==> src/inc/bytmr_defs.vh <==
`ifndef BYTMR_DEFS_VH
`define BYTMR_DEFS_VH
// ----------------------------------------
// register map
// ----------------------------------------
`define BYTMR_CTRL_OFF 8'h00
`define BYTMR_RELOAD_OFF 8'h04
`define BYTMR_COUNT_OFF 8'h08
`define BYTMR_PORT_OFF 8'h0c
// ----------------------------------------
// control field positions
// ----------------------------------------
`define BYTMR_OUTSEL_BIT 0
`define BYTMR_TOIE_BIT 1
`define BYTMR_CAPIE_BIT 2
`define BYTMR_CLKSEL_LO 3
`define BYTMR_CLKSEL_HI 4
`define BYTMR_TOFLAG_BIT 5
`define BYTMR_SINGLE_BIT 6
`define BYTMR_RUN_BIT 7
// ----------------------------------------
// reset values and prescaler width
// ----------------------------------------
`define BYTMR_RELOAD_RST 8'hff
`define BYTMR_PRESC_W 3
// ----------------------------------------
// axi responses
// ----------------------------------------
`define BYTMR_RESP_OKAY 2'b00
`define BYTMR_RESP_SLVERR 2'b10
`endif

==> src/hdl/bytmr_prescale.v <==
`timescale 1ns/1ps
`default_nettype none
`include "bytmr_defs.vh"
// clock prescaler: one tick every 1, 2, 4 or 8 system clocks
module bytmr_prescale (
  input wire aclk,
  input wire aresetn,
  input wire run,
  input wire [1:0] clk_sel,
  output reg tick
);
  reg [`BYTMR_PRESC_W-1:0] div_reg;
  reg [`BYTMR_PRESC_W-1:0] mask;

  // mask of low bits that must all be one for a tick
  always @* begin
    case (clk_sel)
      2'b00: mask = 3'h0;
      2'b01: mask = 3'h1;
      2'b10: mask = 3'h3;
      default: mask = 3'h7;
    endcase
  end

  // divider is held clear while stopped so each start is alike
  always @(posedge aclk) begin
    if (!aresetn || !run) begin
      div_reg <= 3'h0;
      tick <= 1'b0;
    end else begin
      div_reg <= div_reg + 3'h1;
      tick <= ((div_reg & mask) == mask);
    end
  end
endmodule
`default_nettype wire

==> src/hdl/bytmr_top.v <==
// Local design decision: register access over AXI4-Lite.
`timescale 1ns/1ps
`default_nettype none
`include "bytmr_defs.vh"
module bytmr_top (
  input wire aclk,
  input wire aresetn,
  input wire stop_recovery,
  input wire [31:0] s_axi_awaddr,
  input wire s_axi_awvalid,
  output reg s_axi_awready,
  input wire [31:0] s_axi_wdata,
  input wire [3:0] s_axi_wstrb,
  input wire s_axi_wvalid,
  output reg s_axi_wready,
  output reg [1:0] s_axi_bresp,
  output reg s_axi_bvalid,
  input wire s_axi_bready,
  input wire [31:0] s_axi_araddr,
  input wire s_axi_arvalid,
  output reg s_axi_arready,
  output reg [31:0] s_axi_rdata,
  output reg [1:0] s_axi_rresp,
  output reg s_axi_rvalid,
  input wire s_axi_rready,
  input wire capture_event,
  output reg shared_timer_output_pin,
  output reg timeout_irq,
  output reg capture_irq
);
  // ----------------------------------------
  // state
  // ----------------------------------------
  reg outsel_reg;
  reg toie_reg;
  reg capie_reg;
  reg [1:0] clksel_reg;
  reg toflag_reg;
  reg single_reg;
  reg run_reg;
  reg [7:0] reload_reg;
  reg [7:0] count_reg;
  reg port_reg;
  reg tout_reg;
  reg aw_hold_reg;
  reg w_hold_reg;
  reg [7:0] awaddr_reg;
  reg [31:0] wdata_reg;
  reg [3:0] wstrb_reg;
  reg cap_s1_reg;
  reg cap_s2_reg;
  reg cap_s3_reg;
  reg cap_lvl_reg;
  wire tick;
  wire do_write;
  wire wr_ctrl;
  wire terminal;
  wire cap_rise;

  // word-aligned decode shared by read and write paths
  function [2:0] dec;
    input [31:0] addr;
    begin
      case ({addr[31:4], 2'b00, addr[1:0]} == 32'h0 ? {28'h0, addr[3:0]} : 32'hffffffff)
        {24'h0, `BYTMR_CTRL_OFF}: dec = 3'h1;
        {24'h0, `BYTMR_RELOAD_OFF}: dec = 3'h2;
        {24'h0, `BYTMR_COUNT_OFF}: dec = 3'h3;
        {24'h0, `BYTMR_PORT_OFF}: dec = 3'h4;
        default: dec = 3'h0;
      endcase
    end
  endfunction

  bytmr_prescale u_presc (
    .aclk(aclk),
    .aresetn(aresetn),
    .run(run_reg),
    .clk_sel(clksel_reg),
    .tick(tick)
  );

  // ----------------------------------------
  // axi4-lite write channel
  // ----------------------------------------
  assign do_write = aw_hold_reg && w_hold_reg && !s_axi_bvalid;
  assign wr_ctrl = do_write && (dec({24'h0, awaddr_reg}) == 3'h1) && wstrb_reg[0];
  assign terminal = run_reg && tick && (count_reg == 8'h00);

  // address and data are latched in either order, answer one cycle after both
  always @(posedge aclk) begin
    if (!aresetn) begin
      aw_hold_reg <= 1'b0;
      w_hold_reg <= 1'b0;
      awaddr_reg <= 8'h00;
      wdata_reg <= 32'h0;
      wstrb_reg <= 4'h0;
      s_axi_awready <= 1'b0;
      s_axi_wready <= 1'b0;
      s_axi_bvalid <= 1'b0;
      s_axi_bresp <= `BYTMR_RESP_OKAY;
    end else begin
      s_axi_awready <= !aw_hold_reg && !s_axi_awready && s_axi_awvalid;
      s_axi_wready <= !w_hold_reg && !s_axi_wready && s_axi_wvalid;
      if (s_axi_awvalid && s_axi_awready) begin
        aw_hold_reg <= 1'b1;
        awaddr_reg <= s_axi_awaddr[7:0];
        if (s_axi_awaddr[31:8] != 24'h0) awaddr_reg <= 8'h03;
      end
      if (s_axi_wvalid && s_axi_wready) begin
        w_hold_reg <= 1'b1;
        wdata_reg <= s_axi_wdata;
        wstrb_reg <= s_axi_wstrb;
      end
      if (do_write) begin
        aw_hold_reg <= 1'b0;
        w_hold_reg <= 1'b0;
        s_axi_bvalid <= 1'b1;
        s_axi_bresp <= (dec({24'h0, awaddr_reg}) == 3'h0) ? `BYTMR_RESP_SLVERR : `BYTMR_RESP_OKAY;
      end else if (s_axi_bvalid && s_axi_bready) begin
        s_axi_bvalid <= 1'b0;
      end
    end
  end

  // ----------------------------------------
  // control register and counter
  // ----------------------------------------
  // power-on clears all but reload and count, which load 8'hff; stop recovery spares enables, prescale, flag
  always @(posedge aclk) begin
    if (!aresetn) begin
      toie_reg <= 1'b0;
      capie_reg <= 1'b0;
      clksel_reg <= 2'b00;
      toflag_reg <= 1'b0;
      outsel_reg <= 1'b0;
      single_reg <= 1'b0;
      run_reg <= 1'b0;
      reload_reg <= `BYTMR_RELOAD_RST;
      count_reg <= `BYTMR_RELOAD_RST;
      port_reg <= 1'b0;
      tout_reg <= 1'b0;
    end else if (stop_recovery) begin
      outsel_reg <= 1'b0;
      single_reg <= 1'b0;
      run_reg <= 1'b0;
      count_reg <= reload_reg;
      tout_reg <= 1'b0;
      if (terminal) toflag_reg <= 1'b1;
    end else begin
      if (wr_ctrl) begin
        outsel_reg <= wdata_reg[`BYTMR_OUTSEL_BIT];
        toie_reg <= wdata_reg[`BYTMR_TOIE_BIT];
        capie_reg <= wdata_reg[`BYTMR_CAPIE_BIT];
        clksel_reg <= wdata_reg[`BYTMR_CLKSEL_HI:`BYTMR_CLKSEL_LO];
        single_reg <= wdata_reg[`BYTMR_SINGLE_BIT];
        run_reg <= wdata_reg[`BYTMR_RUN_BIT];
        // a fresh start reloads so a stale count is never resumed
        if (wdata_reg[`BYTMR_RUN_BIT] && !run_reg) count_reg <= reload_reg;
      end
      if (do_write && wstrb_reg[0] && dec({24'h0, awaddr_reg}) == 3'h2) reload_reg <= wdata_reg[7:0];
      if (do_write && wstrb_reg[0] && dec({24'h0, awaddr_reg}) == 3'h4) port_reg <= wdata_reg[0];
      // set wins over a write-one clear in the same cycle
      if (terminal) begin
        toflag_reg <= 1'b1;
      end else if (wr_ctrl && wdata_reg[`BYTMR_TOFLAG_BIT]) begin
        toflag_reg <= 1'b0;
      end
      if (terminal) begin
        tout_reg <= !tout_reg;
        count_reg <= reload_reg;
        if (single_reg) run_reg <= 1'b0;
      end else if (run_reg && tick && !(wr_ctrl && !run_reg)) begin
        count_reg <= count_reg - 8'h01;
      end
    end
  end

  // ----------------------------------------
  // pin and interrupt requests
  // ----------------------------------------
  always @(posedge aclk) begin
    if (!aresetn) begin
      cap_s1_reg <= 1'b0;
      cap_s2_reg <= 1'b0;
      cap_s3_reg <= 1'b0;
      cap_lvl_reg <= 1'b0;
      shared_timer_output_pin <= 1'b0;
      timeout_irq <= 1'b0;
      capture_irq <= 1'b0;
    end else begin
      cap_s1_reg <= capture_event;
      cap_s2_reg <= cap_s1_reg;
      cap_s3_reg <= cap_s2_reg;
      // level moves only when two stages agree, so a one-stage glitch is dropped
      if (cap_s2_reg == cap_s3_reg) cap_lvl_reg <= cap_s3_reg;
      shared_timer_output_pin <= outsel_reg ? tout_reg : port_reg;
      timeout_irq <= terminal && toie_reg;
      capture_irq <= cap_rise && capie_reg;
    end
  end
  // rise counts once the agreed level turns high; reset level matches idle low pin
  assign cap_rise = cap_s2_reg && cap_s3_reg && !cap_lvl_reg;

  // ----------------------------------------
  // axi4-lite read channel
  // ----------------------------------------
  // one read at a time: arready pulses, data follows next cycle
  always @(posedge aclk) begin
    if (!aresetn) begin
      s_axi_arready <= 1'b0;
      s_axi_rvalid <= 1'b0;
      s_axi_rdata <= 32'h0;
      s_axi_rresp <= `BYTMR_RESP_OKAY;
    end else begin
      s_axi_arready <= s_axi_arvalid && !s_axi_arready && !s_axi_rvalid;
      if (s_axi_arvalid && s_axi_arready) begin
        s_axi_rvalid <= 1'b1;
        s_axi_rresp <= `BYTMR_RESP_OKAY;
        case (dec(s_axi_araddr))
          3'h1: s_axi_rdata <= {24'h0, run_reg, single_reg, toflag_reg, clksel_reg,
                                capie_reg, toie_reg, outsel_reg};
          3'h2: s_axi_rdata <= {24'h0, reload_reg};
          3'h3: s_axi_rdata <= {24'h0, count_reg};
          3'h4: s_axi_rdata <= {31'h0, port_reg};
          default: begin
            s_axi_rdata <= 32'h0;
            s_axi_rresp <= `BYTMR_RESP_SLVERR;
          end
        endcase
      end else if (s_axi_rvalid && s_axi_rready) begin
        s_axi_rvalid <= 1'b0;
      end
    end
  end
endmodule
`default_nettype wire

==> config.mk <==
export PLATFORM = sky130hd
export DESIGN_NAME = bytmr_top
export DESIGN_NICKNAME = d
export VERILOG_FILES = /design/src/hdl/bytmr_prescale.v /design/src/hdl/bytmr_top.v
export VERILOG_INCLUDE_DIRS = /design/src /design/src/inc
export SDC_FILE = /design/constraint.sdc
export NUM_CORES = 1
export LEC_CHECK = 0
export ABC_AREA = 1
export ABC_CLOCK_PERIOD_IN_PS = 3100
export BUFFER_PORTS_ARGS = -buffer_cell sky130_fd_sc_hd__buf_2
export CAP_MARGIN = 20
export CELL_PAD_IN_SITES_DETAIL_PLACEMENT = 1
export CELL_PAD_IN_SITES_GLOBAL_PLACEMENT = 2
export CORE_MARGIN = 2
export CORE_UTILIZATION = 28
export CTS_BUF_LIST = sky130_fd_sc_hd__clkbuf_4
export CTS_CLUSTER_SIZE = 12
export DETAILED_ROUTE_END_ITERATION = 8
export HOLD_SLACK_MARGIN = 0.05
export PLACE_DENSITY = 0.9
export SETUP_SLACK_MARGIN = 0.2
export SYNTH_ARGS = -nofsm -noshare
export SYNTH_HDL_FRONTEND = slang
export SYNTH_HIERARCHICAL = 1
export SYNTH_SLANG_ARGS = --single-unit
export TNS_END_PERCENT = 1
==> constraint.sdc <==
create_clock -name aclk -period 3.1 [get_ports aclk]
set_input_delay 0.155 -clock aclk [delete_from_list [all_inputs] [get_ports aclk]]
set_output_delay 0.155 -clock aclk [all_outputs]
set_load 0.01 [all_outputs]
==> results of run 1 <==
## final timing paths
path | from | end | slack [ns] | cells after the start
setup / recovery | count_reg[0] | timeout_irq | 1.26 | 8
setup reg to reg | count_reg[0] | timeout_irq | 1.26 | 8
hold / removal | s_axi_awaddr[9] | awaddr_reg[6] | 0.16 | 6
hold reg to reg | cap_s1_reg | cap_s2_reg | 0.43 | 2
## through the flow
step / util [%] / area [sq um] / hold WS [ns]
after global routing: 36.4 / 4390 / 0.196
after floorplan: - / 3580 / 0.234
after detailed placement: 33.4 / 4030 / 0.346
final: 36.4 / 4390 / 0.161
after CTS: 36.4 / 4390 / 0.147
after global placement: 33.4 / 4030 / 0.336
## power groups by stage
| stage | combinational, mW | clock [mW] | sequential [mW] |
|---|---|---|---|
| 3_5_place_dp | 0.176 | 0 | 0.971 |
| 6_report | 0.198 | 0.548 | 0.950 |
| 3_3_place_gp | 0.169 | 0 | 0.970 |
| 5_1_grt | 0.225 | 0.611 | 0.955 |
| 4_1_cts | 0.200 | 0.563 | 0.951 |
| 2_1_floorplan | 0.121 | 0 | 0.969 |
## worst register-to-register path, stage by stage (launching register included)
cell,delay (ns)
dfxtp_1,0.35
inv_1,0.15
ha_1,0.23
nand4_1,0.14
nor2_1,0.26
inv_2,0.08
nor2_1,0.13
inv_1,0.11
nor3_1,0.29
## final cells by class
type	instances	area, sq um	area share, %
clock buffer	9	67.6	1.54
clock inverter	7	53.8	1.23
inverter	42	158	3.59
multi-input combinational	330	1730	39.5
sequential	71	1420	32.4
tap	168	210	4.79
timing repair buffer	124	743	16.9
## cells by family (layout without fill, tap and decap cells)
logic type | count (synthesis) | in the layout | synth area share [%]
AO/OA/AOI/OAI | 96 | 96 | 17.1
XOR/XNOR | 6 | 6 | 1.51
adder cells (fa/ha/maj) | 3 | 3 | 1.08
buffers and inverters | 81 | 182 | 12.1
flip-flops | 71 | 71 | 40.8
other | 1 | 26 | 0.108
AND/OR/NAND/NOR | 199 | 199 | 27.3
## per-layer routing
metal	vias up	routed length, um	part of all wire [%]
met2	94	4560	47
met3	9	585	6.0
met5	-	0	0
met1	1558	4450	46
li1	1704	-	-
met4	0	95	0.98
## synthesized netlist by cell type, types with 2 or more instances
master and instances:
nor3_4 2, o211ai_1 4, nand2_1 92, nor4_1 7, nor2_4 3, ha_1 3
inv_2 4, o21ai_0 27, a21oi_1 39, buf_6 2, nor3_1 8, o21ai_1 7
nand3_1 14, nand4_1 13, nor2_2 4, a21oi_2 8, xor2_1 3, clkbuf_1 7
o211ai_2 9, nor2_1 44, xnor2_1 3, dfxtp_1 71, nand2_2 3, buf_4 27
inv_1 38, buf_1 2
==> PnR_summary.wiki, run 1 <==
{| class="wikitable"
! Metric !! Value
|-
| Outcome || finished, final reports clean
|-
| Power dissipated by switching net loads || roughly 500 uW
|-
| Global routing's busiest layer || met2
|-
| Die Outline Area || ~13000 sq um
|-
| Detail Placement HPWL || 7300 um
|-
| Maximum number of pins on one net before global-route repair || 46
|-
| Maximum cell stage delay along the critical path || ~0.35 ns
|-
| Setup TNS || 0 ns
|-
| Number of hold buffers added after cts || 24
|-
| Count of buffers added by post-CTS timing repair for setup || 0
|-
| Filler cell count || about 1500
|-
| Kind of cell adding the most delay to the critical path || simple AND/OR/NAND/NOR gates
|-
| Number of vias after detailed routing || around 3400
|-
| Total number of placement rows || 40
|-
| Element type at the critical path end || flop
|-
| Number of global-route vias before repair || between 3000 and 4000
|-
| DRC violations left || 0
|-
| Antenna Diode Count || 0
|-
| Upper clock frequency limit || 542 MHz
|-
| Die width || between 100 and 150 um
|-
| Global routing met3 resource utilization || 4.55%
|-
| Register area share after synthesis || around 40%
|-
| Max rail drop VDD || about 0.00024 V
|-
| Post-synthesis instance area || 3480 sq um
|-
| Area share of the largest cell type after synthesis || around 41%
|-
| Number of standard cells after synthesis || 457
|-
| Path type of the worst min-delay path || in -> reg
|-
| Total internal power || approximately 1.2 mW
|-
| Filler-free cell count of the finished design || approximately 750
|-
| Chip Height || 116 um
|-
| Most common cell after layout, fill and taps aside || buf_2
|-
| Max-cap check violation count || 0
|-
| Count of routing violations after the opening detailed-route iteration || just under 90
|-
| GR Layer Usage met1 || between 10% and 20%
|-
| Wire length of the first global-routing pass || between 15000 and 20000 um
|-
| Total wire length after detailed routing || just under 10000 um
|-
| Static Leak || slightly below 2 nW
|-
| CTS Root Buffer Type || clkbuf_4
|-
| Clock network power share || approximately a third
|-
| Predominant post-synthesis flop cell || dfxtp_1
|-
| Placed insts || 711
|-
| Total count of max-transition violations in the final report || 0
|-
| DP Worst Slack || between 1 and 1.5 ns
|-
| Number of buffer and inverter instances along the worst setup path || 3
|-
| Crit Path Max Fanout || 4
|-
| Wirelength per Cell || around 13 um
|-
| Post-cts sizing count || 0
|-
| Maximum buffer depth of the clock tree || 2
|-
| Count of antenna-violating nets left after detailed routing || 0
|-
| Post-synthesis average cell area || around 7.6 sq um
|-
| Switching power as a share of total power || ~30%
|-
| Clock Sinks || a little over 70
|-
| Critical path type || reg -> reg
|-
| Count of warnings emitted by yosys || 6
|-
| Initial cell density of the core || 28.9%
|-
| Count of flip-flops with a built-in enable after synthesis || 0
|-
| P&R area growth vs syn || 26.0%
|-
| Min Clock Period, post-route || 1.84 ns
|-
| Req. time, crit path || 3.42 ns
|-
| Critical Path, Cell by Cell || inv_1 -> ha_1 -> nand4_1 -> nor2_1 -> inv_2 -> nor2_1 -> inv_1 -> nor3_1
|-
| Initial antenna violation count || 0
|-
| Final-report hold violation count || 0
|-
| Worst clock skew || 0.0173 ns
|-
| Sequential Power Share || 56.0%
|-
| Areal power density over the cells || about 390 nW/um^2
|-
| Via-to-Cell Ratio || between 4 and 5
|-
| Top cells by area, synth || dfxtp_1 (41%), nand2_1 (9.9%), buf_4 (5.8%)
|-
| Launching element type of the critical path || flop
|-
| Combinational group share of total power || 11.7%
|-
| Unrepaired setup endpoints after global routing || no
|-
| I/O Buffers || 99
|-
| I/O pin cnt || 153
|-
| Final worst path period share || 59.5%
|-
| Setup slack of the critical path after layout || 1.26 ns
|-
| Number of buffers inserted during clock tree synthesis || 9
|-
| Clock latency on the worst-skew pair || 0.44 ns
|-
| Remaining global-route overflow || 0
|-
| CP Data Arrival Time || around 2.2 ns
|-
| CTS HTree Levels || 3
|-
| RePlAce Congestion || just under 0.8
|-
| Clock transition time at the flip-flop clock pins of the worst setup and hold paths || 0.13 ns
|-
| Met2 usage in global routing || a little over a quarter
|-
| Worst-Margin Slew || 0.870 ns
|-
| Flip-flop and latch count after synthesis || 71
|-
| Final nets || between 600 and 700
|-
| Critical path's slowest cell || dfxtp_1
|-
| CTS tree || yes
|-
| Number of iterations in the first detailed-routing pass || 4
|-
| Cell type with the highest aggregate area in the netlist || dfxtp_1
|-
| Slew HR || between 40% and 50%
|-
| Fraction of layout instances using a drive strength above 1 || between 20 and 30%
|-
| Setup violation total in the final timing report || 0
|-
| Overall fraction of global-route tracks in use || around 15%
|-
| Async set-or-reset flop fraction in the synthesized netlist || 0%
|-
| Most frequent cells in the layout || buf_2 (99), nand2_1 (92), dfxtp_1 (71), nor2_1 (44), a21oi_1 (39)
|-
| Sum of internal, switching and leakage power || around 1.7 mW
|-
| Number of library cell types mapped by synthesis || 39
|-
| Core Footprint || 12100 sq um
|}
No activity file was read; power rests on OpenSTA's default activity.
==> inputs of run 2 (changes only) <==
Settings changed: ABC_AREA 1 to 0, ABC_CLOCK_PERIOD_IN_PS 3100 to 1620, CORE_UTILIZATION 28 to 25, PLACE_DENSITY 0.9 to 0.82.
Clock period 3.1 ns to 1.62 ns, I/O delays scaled along.
==> run 2 against run 1 <==
  * The run now ends with negative setup slack left
  * Die area grew 12%
  * Count of clock-buffer cells in the layout grew 1
  * Clock power grew 81%
  * Via count grew 2.3%
  * Core utilization shrank 1.8 points
  * Non-clock buffer count grew 39
  * Critical path depth shrank 2
  * Final area grew 8.4%
  * Power grew 86%
  * Critical endpoint is now count_reg[6]
==> PnR_summary.wiki, run 2 <==
{| class="wikitable"
! Metric !! Value
|-
| Flip-flop and latch count after synthesis || 71 (unchanged)
|-
| Ranking of synthesized cells by instance count || dfxtp_1 (71), nand2_1 (51), nor2_1 (28) (was nand2_1 (92), dfxtp_1 (71), nor2_1 (44))
|-
| Number of library cell types mapped by synthesis || 53 (was 39)
|-
| Number of iterations in the first detailed-routing pass || 4 (unchanged)
|-
| Critical path's slowest cell || or3b_4 (was dfxtp_1)
|-
| Share of synthesized area spent on multiplexers || 7.81% (was 0%)
|-
| Fraction of layout instances using a drive strength above 1 || 31.4% (was 26.9%)
|-
| Total count of max-transition violations in the final report || 0 (unchanged)
|-
| I/O Buffers || 99 (unchanged)
|-
| Clock Sinks || 71 (unchanged)
|-
| Count of routing violations after the opening detailed-route iteration || 101 (was 88)
|-
| Setup slack of the critical path after layout || -0.121 ns (was 1.26 ns)
|-
| Max rail drop VDD || 0.000436 V (was 0.000244 V)
|-
| Top cells by area, synth || dfxtp_1 (41%), mux2i_1 (7.2%), buf_4 (5.6%) (was dfxtp_1 (41%), nand2_1 (9.9%), buf_4 (5.8%))
|-
| Share of the synthesized area in compound gates (AO/OA/AOI/OAI) || 16.2% (was 17.1%)
|-
| RePlAce Congestion || 0.858 (was 0.789)
|-
| Initial cell density of the core || 25.4% (was 28.9%)
|-
| Filler-free cell count of the finished design || 735 (was 751)
|-
| Crit path launch || count_reg[1] (was count_reg[0])
|-
| Path type of the worst min-delay path || in -> reg (unchanged)
|-
| Most frequent cells in the layout || buf_2 (99), dfxtp_1 (69), nand2_1 (51), buf_4 (35), nor2_1 (28) (was buf_2 (99), nand2_1 (92), dfxtp_1 (71), nor2_1 (44), a21oi_1 (39))
|-
| Predominant post-synthesis flop cell || dfxtp_1 (unchanged)
|-
| Worst clock skew || 0.0189 ns (was 0.0173 ns)
|-
| Final worst path period share || 107% (was 59.5%)
|-
| Number of global-route vias before repair || 3539 (was 3536)
|-
| Element type at the critical path end || flop (unchanged)
|-
| Setup violation total in the final timing report || 11 (was 0)
|-
| Adder-cell area share of the yosys netlist || 1.07% (was 1.08%)
|-
| Count of warnings emitted by yosys || 6 (unchanged)
|-
| Largest family of logic cells by synthesized area || simple AND/OR/NAND/NOR gates (unchanged)
|-
| Failing checks || negative setup slack
|-
| Req. time, crit path || 1.94 ns (was 3.42 ns)
|-
| Simple-gate area share of the yosys netlist || 24.1% (was 27.3%)
|-
| Initial antenna violation count || 0 (unchanged)
|-
| Post-synthesis average cell area || 8.84 sq um (was 7.62 sq um)
|-
| Final cell area excluding filler cells || 4760 sq um (was 4390 sq um)
|-
| Unrepaired setup endpoints after global routing || yes (was no)
|-
| Min Clock Period, post-route || 1.74 ns (was 1.84 ns)
|-
| Chip Height || 122 um (was 116 um)
|-
| Setup TNS || -0.536 ns (was 0 ns)
|-
| I/O pin cnt || 153 (unchanged)
|-
| Number of vias after detailed routing || 3442 (was 3365)
|-
| Final-report hold violation count || 0 (unchanged)
|-
| Static Leak || 2.12 nW (was 1.96 nW)
|-
| Critical path type || reg -> reg (unchanged)
|-
| Area share of the largest cell type after synthesis || 40.7% (was 40.8%)
|-
| Clock latency on the worst-skew pair || 0.44 ns (about the same)
|-
| Critical Path, Cell by Cell || inv_2 -> ha_4 -> or3b_4 -> or4_1 -> mux2i_1 -> a32oi_1 (was inv_1 -> ha_1 -> nand4_1 -> nor2_1 -> inv_2 -> nor2_1 -> inv_1 -> nor3_1)
|-
| CTS HTree Levels || 3 (unchanged)
|-
| Final nets || 662 (was 690)
|-
| Maximum number of pins on one net before global-route repair || 40 (was 46)
|-
| Areal power density over the cells || 665 nW/um^2 (was 387 nW/um^2)
|-
| Dominant cell by count in the synthesized netlist || dfxtp_1 (was nand2_1)
|-
| Maximum buffer depth of the clock tree || 2 (unchanged)
|-
| Wire length of the first global-routing pass || 17300 um (was 16300 um)
|-
| Register area share after synthesis || 40.7% (was 40.8%)
|-
| Most common cell after layout, fill and taps aside || buf_2 (unchanged)
|-
| Via-to-Cell Ratio || 4.68 (was 4.48)
|-
| CTS tree || yes (unchanged)
|-
| Xor and xnor area share after synthesis || 0.502% (was 1.51%)
|-
| Max-cap check violation count || 0 (unchanged)
|-
| Die Outline Area || 14900 sq um (was 13300 sq um)
|-
| Worst-Margin Slew || 0.521 ns (was 0.870 ns)
|-
| Async set-or-reset flop fraction in the synthesized netlist || 0% (unchanged)
|-
| Slew HR || 65.2% (was 42.0%)
|-
| Standard cell area after detailed placement || 4350 sq um (was 4030 sq um)
|-
| Total number of placement rows || 43 (was 40)
|-
| Worst reg2reg startpoint || count_reg[1] (was count_reg[0])
|-
| Sum of internal, switching and leakage power || 3.16 mW (was 1.70 mW)
|-
| Count of antenna-violating nets left after detailed routing || 0 (unchanged)
|-
| Overall fraction of global-route tracks in use || 14.8% (was 15.3%)
|-
| Upper clock frequency limit || 574 MHz (was 542 MHz)
|-
| Die width || 122 um (was 116 um)
|-
| CTS Root Buffer Type || clkbuf_4 (unchanged)
|-
| Maximum cell stage delay along the critical path || 0.42 ns (was 0.35 ns)
|-
| Remaining global-route overflow || 0 (unchanged)
|-
| Outcome || finished, violations left (was finished, final reports clean)
|-
| CP Data Arrival Time || 2.06 ns (was 2.17 ns)
|-
| Total wire length after detailed routing || 10800 um (was 9700 um)
|-
| Placed insts || 692 (was 711)
|-
| P&R area growth vs syn || 36.2% (was 26.0%)
|-
| Wirelength per Cell || 14.7 um (was 12.9 um)
|-
| Count of flip-flops with a built-in enable after synthesis || 0 (unchanged)
|-
| Antenna Diode Count || 0 (unchanged)
|-
| Detail Placement HPWL || 8130 um (was 7300 um)
|-
| Cell type with the highest aggregate area in the netlist || dfxtp_1 (unchanged)
|-
| Crit Path Max Fanout || 6 (was 4)
|-
| Launching element type of the critical path || flop (unchanged)
|-
| Number of buffers inserted during clock tree synthesis || 9 (unchanged)
|-
| Post-synthesis instance area || 3490 sq um (was 3480 sq um)
|-
| Number of standard cells after synthesis || 395 (was 457)
|-
| Start point of the worst hold path || s_axi_awaddr[23] (was s_axi_awaddr[9])
|-
| DRC violations left || 0 (unchanged)
|-
| Clock transition time at the flip-flop clock pins of the worst setup and hold paths || 0.13 ns (about the same)
|-
| Core Footprint || 13800 sq um (was 12100 sq um)
|}
==> run 2: stage by stage <==
step,setup WS (ns),utilization [%],hold slack [ns]
CTS,-0.120,34.3,0.159
floorplan,-0.117,-,0.199
global placement,-0.161,31.6,0.298
finish,-0.121,34.5,0.177
global route,-0.160,34.5,0.168
detailed placement,-0.263,31.6,0.299
==> run 2: power by group <==
part / internal, mW / leakage [nW] / switching (mW) / total [mW]
sequential: 1.77 / 0.575 / 0.0165 / 1.79
combinational: 0.195 / 1.48 / 0.189 / 0.384
clock: 0.325 / 0.0579 / 0.669 / 0.994
total: 2.29 / 2.12 / 0.875 / 3.16
==> run 2: logic make-up (layout without fill, tap and decap cells) <==
logic type                 after synthesis  after routing
AOI/OAI and AO/OA                       76             76
other                                    1             26
and+or+nand+nor                        157            157
DFF                                     71             71
buffers and inverters                   59            194
muxes                                   26             26
adders and majority gates                3              3
xor gates and xnor gates                 2              2
==> run 2: repair_timing <==
| action | in CTS | in global routing |
|---|---|---|
| resized for setup | 6 | 4 |
| setup endpoints to repair | 28 | 33 |
| hold buffers | 25 | 0 |
| gates cloned | 0 | 0 |
| pin swaps | 11 | 1 |
| hold endpoints to repair | 34 | 0 |
| setup buffers | 0 | 2 |
==> run 2: path summary, 6_finish.rpt <==
path,endpoint,depth (start not counted),slack (ns)
max reg2reg,count_reg[6],6,-0.12
max,count_reg[6],6,-0.12
min,awaddr_reg[0],5,0.18
min reg2reg,s_axi_arready,1,0.45
==> run 2: layer usage <==
metal	wire length, um	up-vias	track usage (%)
li1	-	1688	-
met1	4750	1656	18.0
met2	5350	85	26.2
met3	538	13	3.42
met4	132	0	4.17
met5	0	-	0
==> run 2: worst max-delay path, delay by kind of cell, from the launching register on <==
| kind | cells | cell delay [ns] |
|---|---|---|
| AO/OA/AOI/OAI | 1 | 0.07 |
| adder cells (fa/ha/maj) | 1 | 0.15 |
| buffers and inverters | 1 | 0.08 |
| flip-flops | 1 | 0.35 |
| multiplexers | 1 | 0.14 |
| AND/OR/NAND/NOR | 2 | 0.83 |
==> run 2: final cells by class <==
| cell class | instances | area, sq um |
|---|---|---|
| clock buffer | 10 | 75.1 |
| clock inverter | 6 | 36.3 |
| fill | 1701 | 9020 |
| inverter | 15 | 56.3 |
| multi-input combinational | 290 | 1870 |
| sequential | 71 | 1420 |
| tap | 180 | 225 |
| timing repair buffer | 163 | 1070 |
==> inputs of run 3 (changes only) <==
Settings changed: SKIP_LAST_GASP from default to 1.
==> run 3 against run 2 <==
  * Worst hold slack gained 0.0024 ns
  * Highest routed layer unchanged
  * Non-clock buffer count did not move
  * Power fell by 0.22%
  * Cell count stayed put
  * Via count fell by 0.23%
  * Clock skew decreased by 0.00056 ns
  * Combinational power barely moved
  * The flow still finishes with violations (negative setup slack)
  * Die area is the same
  * Wire length shrank 0.74%
  * Sequential power is essentially flat
  * Count of clock-buffer cells in the layout did not move
  * First-iteration DRC count increased by 4.0%
==> PnR_summary.wiki, run 3 (synthesis gave the netlist of run 2 again) <==
{| class="wikitable"
! Metric !! Value
|-
| Most frequent cells in the layout || buf_2 (99), dfxtp_1 (70), nand2_1 (51), buf_4 (37), nor2_1 (28) (was buf_2 (99), dfxtp_1 (69), nand2_1 (51), buf_4 (35), nor2_1 (28))
|-
| Hold slack final || 0.180 ns (was 0.177 ns)
|-
| Min Clock Period, post-route || 1.74 ns (about the same)
|-
| Total wire length after detailed routing || 10700 um (was 10800 um)
|-
| Final-report hold violation count || 0 (unchanged)
|-
| Outcome || finished, violations left (unchanged)
|-
| Count of antenna-violating nets left after detailed routing || 0 (unchanged)
|-
| Upper clock frequency limit || 575 MHz (was 574 MHz)
|-
| Element type at the critical path end || flop (unchanged)
|-
| Clock transition time at the flip-flop clock pins of the worst setup and hold paths || 0.13 ns (about the same)
|-
| Most common cell after layout, fill and taps aside || buf_2 (unchanged)
|-
| DP Worst Slack || -0.263 ns (unchanged)
|-
| Failing checks || negative setup slack (unchanged)
|-
| Setup slack of the critical path after layout || -0.118 ns (was -0.121 ns)
|-
| Die width || 122 um (unchanged)
|-
| Max-cap check violation count || 0 (unchanged)
|-
| Detail Placement HPWL || 8130 um (unchanged)
|-
| Via-to-Cell Ratio || 4.67 (was 4.68)
|-
| Total count of max-transition violations in the final report || 0 (unchanged)
|-
| Filler cell count || 1704 (was 1701)
|-
| Antenna Diode Count || 0 (unchanged)
|-
| Number of global-route vias before repair || 3533 (was 3539)
|-
| Filler-free cell count of the finished design || 735 (unchanged)
|-
| Kind of cell adding the most delay to the critical path || simple AND/OR/NAND/NOR gates (unchanged)
|-
| Final worst path period share || 107% (about the same)
|-
| Path type of the worst min-delay path || in -> reg (unchanged)
|-
| Wire length of the first global-routing pass || 17300 um (about the same)
|-
| Chip Height || 122 um (unchanged)
|-
| Maximum number of pins on one net before global-route repair || 40 (unchanged)
|-
| Fraction of layout instances using a drive strength above 1 || 31.2% (was 31.4%)
|-
| Combinational group share of total power || 12.1% (about the same)
|-
| Sequential Power Share || 56.6% (was 56.5%)
|-
| Total internal power || 2.29 mW (about the same)
|-
| I/O pin cnt || 153 (unchanged)
|-
| Areal power density over the cells || 666 nW/um^2 (was 665 nW/um^2)
|-
| P&R area growth vs syn || 35.8% (was 36.2%)
|-
| Initial antenna violation count || 0 (unchanged)
|-
| Req. time, crit path || 1.94 ns (about the same)
|-
| Maximum cell stage delay along the critical path || 0.42 ns (about the same)
|-
| Multi-input gate area in the final layout || 1860 sq um (was 1870 sq um)
|-
| Critical Path, Cell by Cell || inv_2 -> ha_4 -> or3b_4 -> or4_1 -> mux2i_1 -> a32oi_1 (unchanged)
|-
| CP Data Arrival Time || 2.06 ns (about the same)
|-
| Wirelength per Cell || 14.5 um (was 14.7 um)
|-
| Maximum buffer depth of the clock tree || 2 (unchanged)
|-
| Number of iterations in the first detailed-routing pass || 4 (unchanged)
|-
| Slew HR || 65.5% (was 65.2%)
|-
| Number of buffer and inverter instances along the worst setup path || 1 (unchanged)
|-
| Final nets || 662 (unchanged)
|-
| Setup violation total in the final timing report || 8 (was 11)
|-
| I/O Buffers || 99 (unchanged)
|-
| Number of vias after detailed routing || 3434 (was 3442)
|-
| Total number of placement rows || 43 (unchanged)
|-
| Initial cell density of the core || 25.4% (unchanged)
|-
| Clock network power share || 31.3% (was 31.4%)
|-
| CTS HTree Levels || 3 (unchanged)
|-
| Crit Path Max Fanout || 6 (unchanged)
|-
| Worst-Margin Slew || 0.517 ns (was 0.521 ns)
|-
| Static Leak || 2.12 nW (about the same)
|-
| Count of routing violations after the opening detailed-route iteration || 105 (was 101)
|-
| Core Footprint || 13800 sq um (unchanged)
|-
| Critical path type || reg -> reg (unchanged)
|-
| Switching power as a share of total power || 27.5% (was 27.6%)
|-
| Clock latency on the worst-skew pair || 0.44 ns (about the same)
|-
| Launching element type of the critical path || flop (unchanged)
|-
| CTS tree || yes (unchanged)
|-
| CTS Root Buffer Type || clkbuf_4 (unchanged)
|-
| Overall fraction of global-route tracks in use || 14.9% (was 14.8%)
|-
| Reg area || 1420 sq um (about the same)
|-
| Number of buffers inserted during clock tree synthesis || 9 (unchanged)
|-
| Remaining global-route overflow || 0 (unchanged)
|-
| Placed insts || 692 (unchanged)
|-
| Power dissipated by switching net loads || 868 uW (was 875 uW)
|-
| RePlAce Congestion || 0.858 (unchanged)
|-
| Critical path's slowest cell || or3b_4 (unchanged)
|-
| Die Outline Area || 14900 sq um (unchanged)
|-
| Unrepaired setup endpoints after global routing || yes (unchanged)
|-
| Clock Sinks || 71 (unchanged)
|-
| DRC violations left || 0 (unchanged)
|-
| Max rail drop VDD || 0.000427 V (was 0.000436 V)
|-
| Worst clock skew || 0.0183 ns (was 0.0189 ns)
|}
==> run 3: worst register-to-register path, cell delays in order, from the launching register on <==
cell and delay, ns:
dfxtp_2 0.35, inv_2 0.08, ha_4 0.15, or3b_4 0.42, or4_1 0.41, mux2i_1 0.14
a32oi_1 0.07
==> run 3: cell type report <==
type | count | share of cell area (%)
Tap cell | 180 | 4.75
Timing Repair Buffer | 163 | 22.4
Multi-Input combinational cell | 290 | 39.3
Clock inverter | 6 | 0.765
Clock buffer | 10 | 1.58
Sequential cell | 71 | 30.0
Inverter | 15 | 1.19
==> run 3: worst paths after layout <==
check / from / to / slack [ns] / cells after the start
setup / recovery: count_reg[1] / count_reg[6] / -0.12 / 6
hold / removal: s_axi_awaddr[23] / awaddr_reg[0] / 0.18 / 5
setup reg to reg: count_reg[1] / count_reg[6] / -0.12 / 6
hold reg to reg: s_axi_arready / s_axi_arready / 0.45 / 1
==> run 3: through the flow <==
stage                     power (mW)  util, %  instance area, sq um  TNS (ns)
final                           3.16     34.4                  4740    -0.452
after CTS                       3.20     34.3                  4720    -0.443
after global routing            3.31     34.4                  4740     -1.33
after floorplan                 2.03        -                  3610    -0.463
after detailed placement        2.16     31.6                  4350     -1.43
after global placement          2.15     31.6                  4350    -0.713
==> run 3: layer usage <==
metal | vias up | wire (um) | track usage (%)
met1 | 1646 | 4690 | 18.2
met2 | 92 | 5360 | 26.0
li1 | 1683 | - | -
met5 | - | 0 | 0
met4 | 0 | 132 | 4.17
met3 | 13 | 505 | 3.42
==> run 3: timing repair <==
| action | CTS | global route |
|---|---|---|
| pin swaps | 0 | 1 |
| hold buffers | 25 | 0 |
| setup buffers | 0 | 2 |
| endpoints found under the hold margin | 34 | 0 |
| endpoints found under the setup margin | 28 | 33 |
| resized for setup | 4 | 1 |
==> run 3: power groups by stage <==
stage | combinational (mW) | sequential [mW] | clock, mW
final | 0.383 | 1.79 | 0.988
after global placement | 0.326 | 1.82 | 0
after global routing | 0.425 | 1.79 | 1.10
after floorplan | 0.208 | 1.83 | 0
after detailed placement | 0.334 | 1.83 | 0
after CTS | 0.382 | 1.79 | 1.03
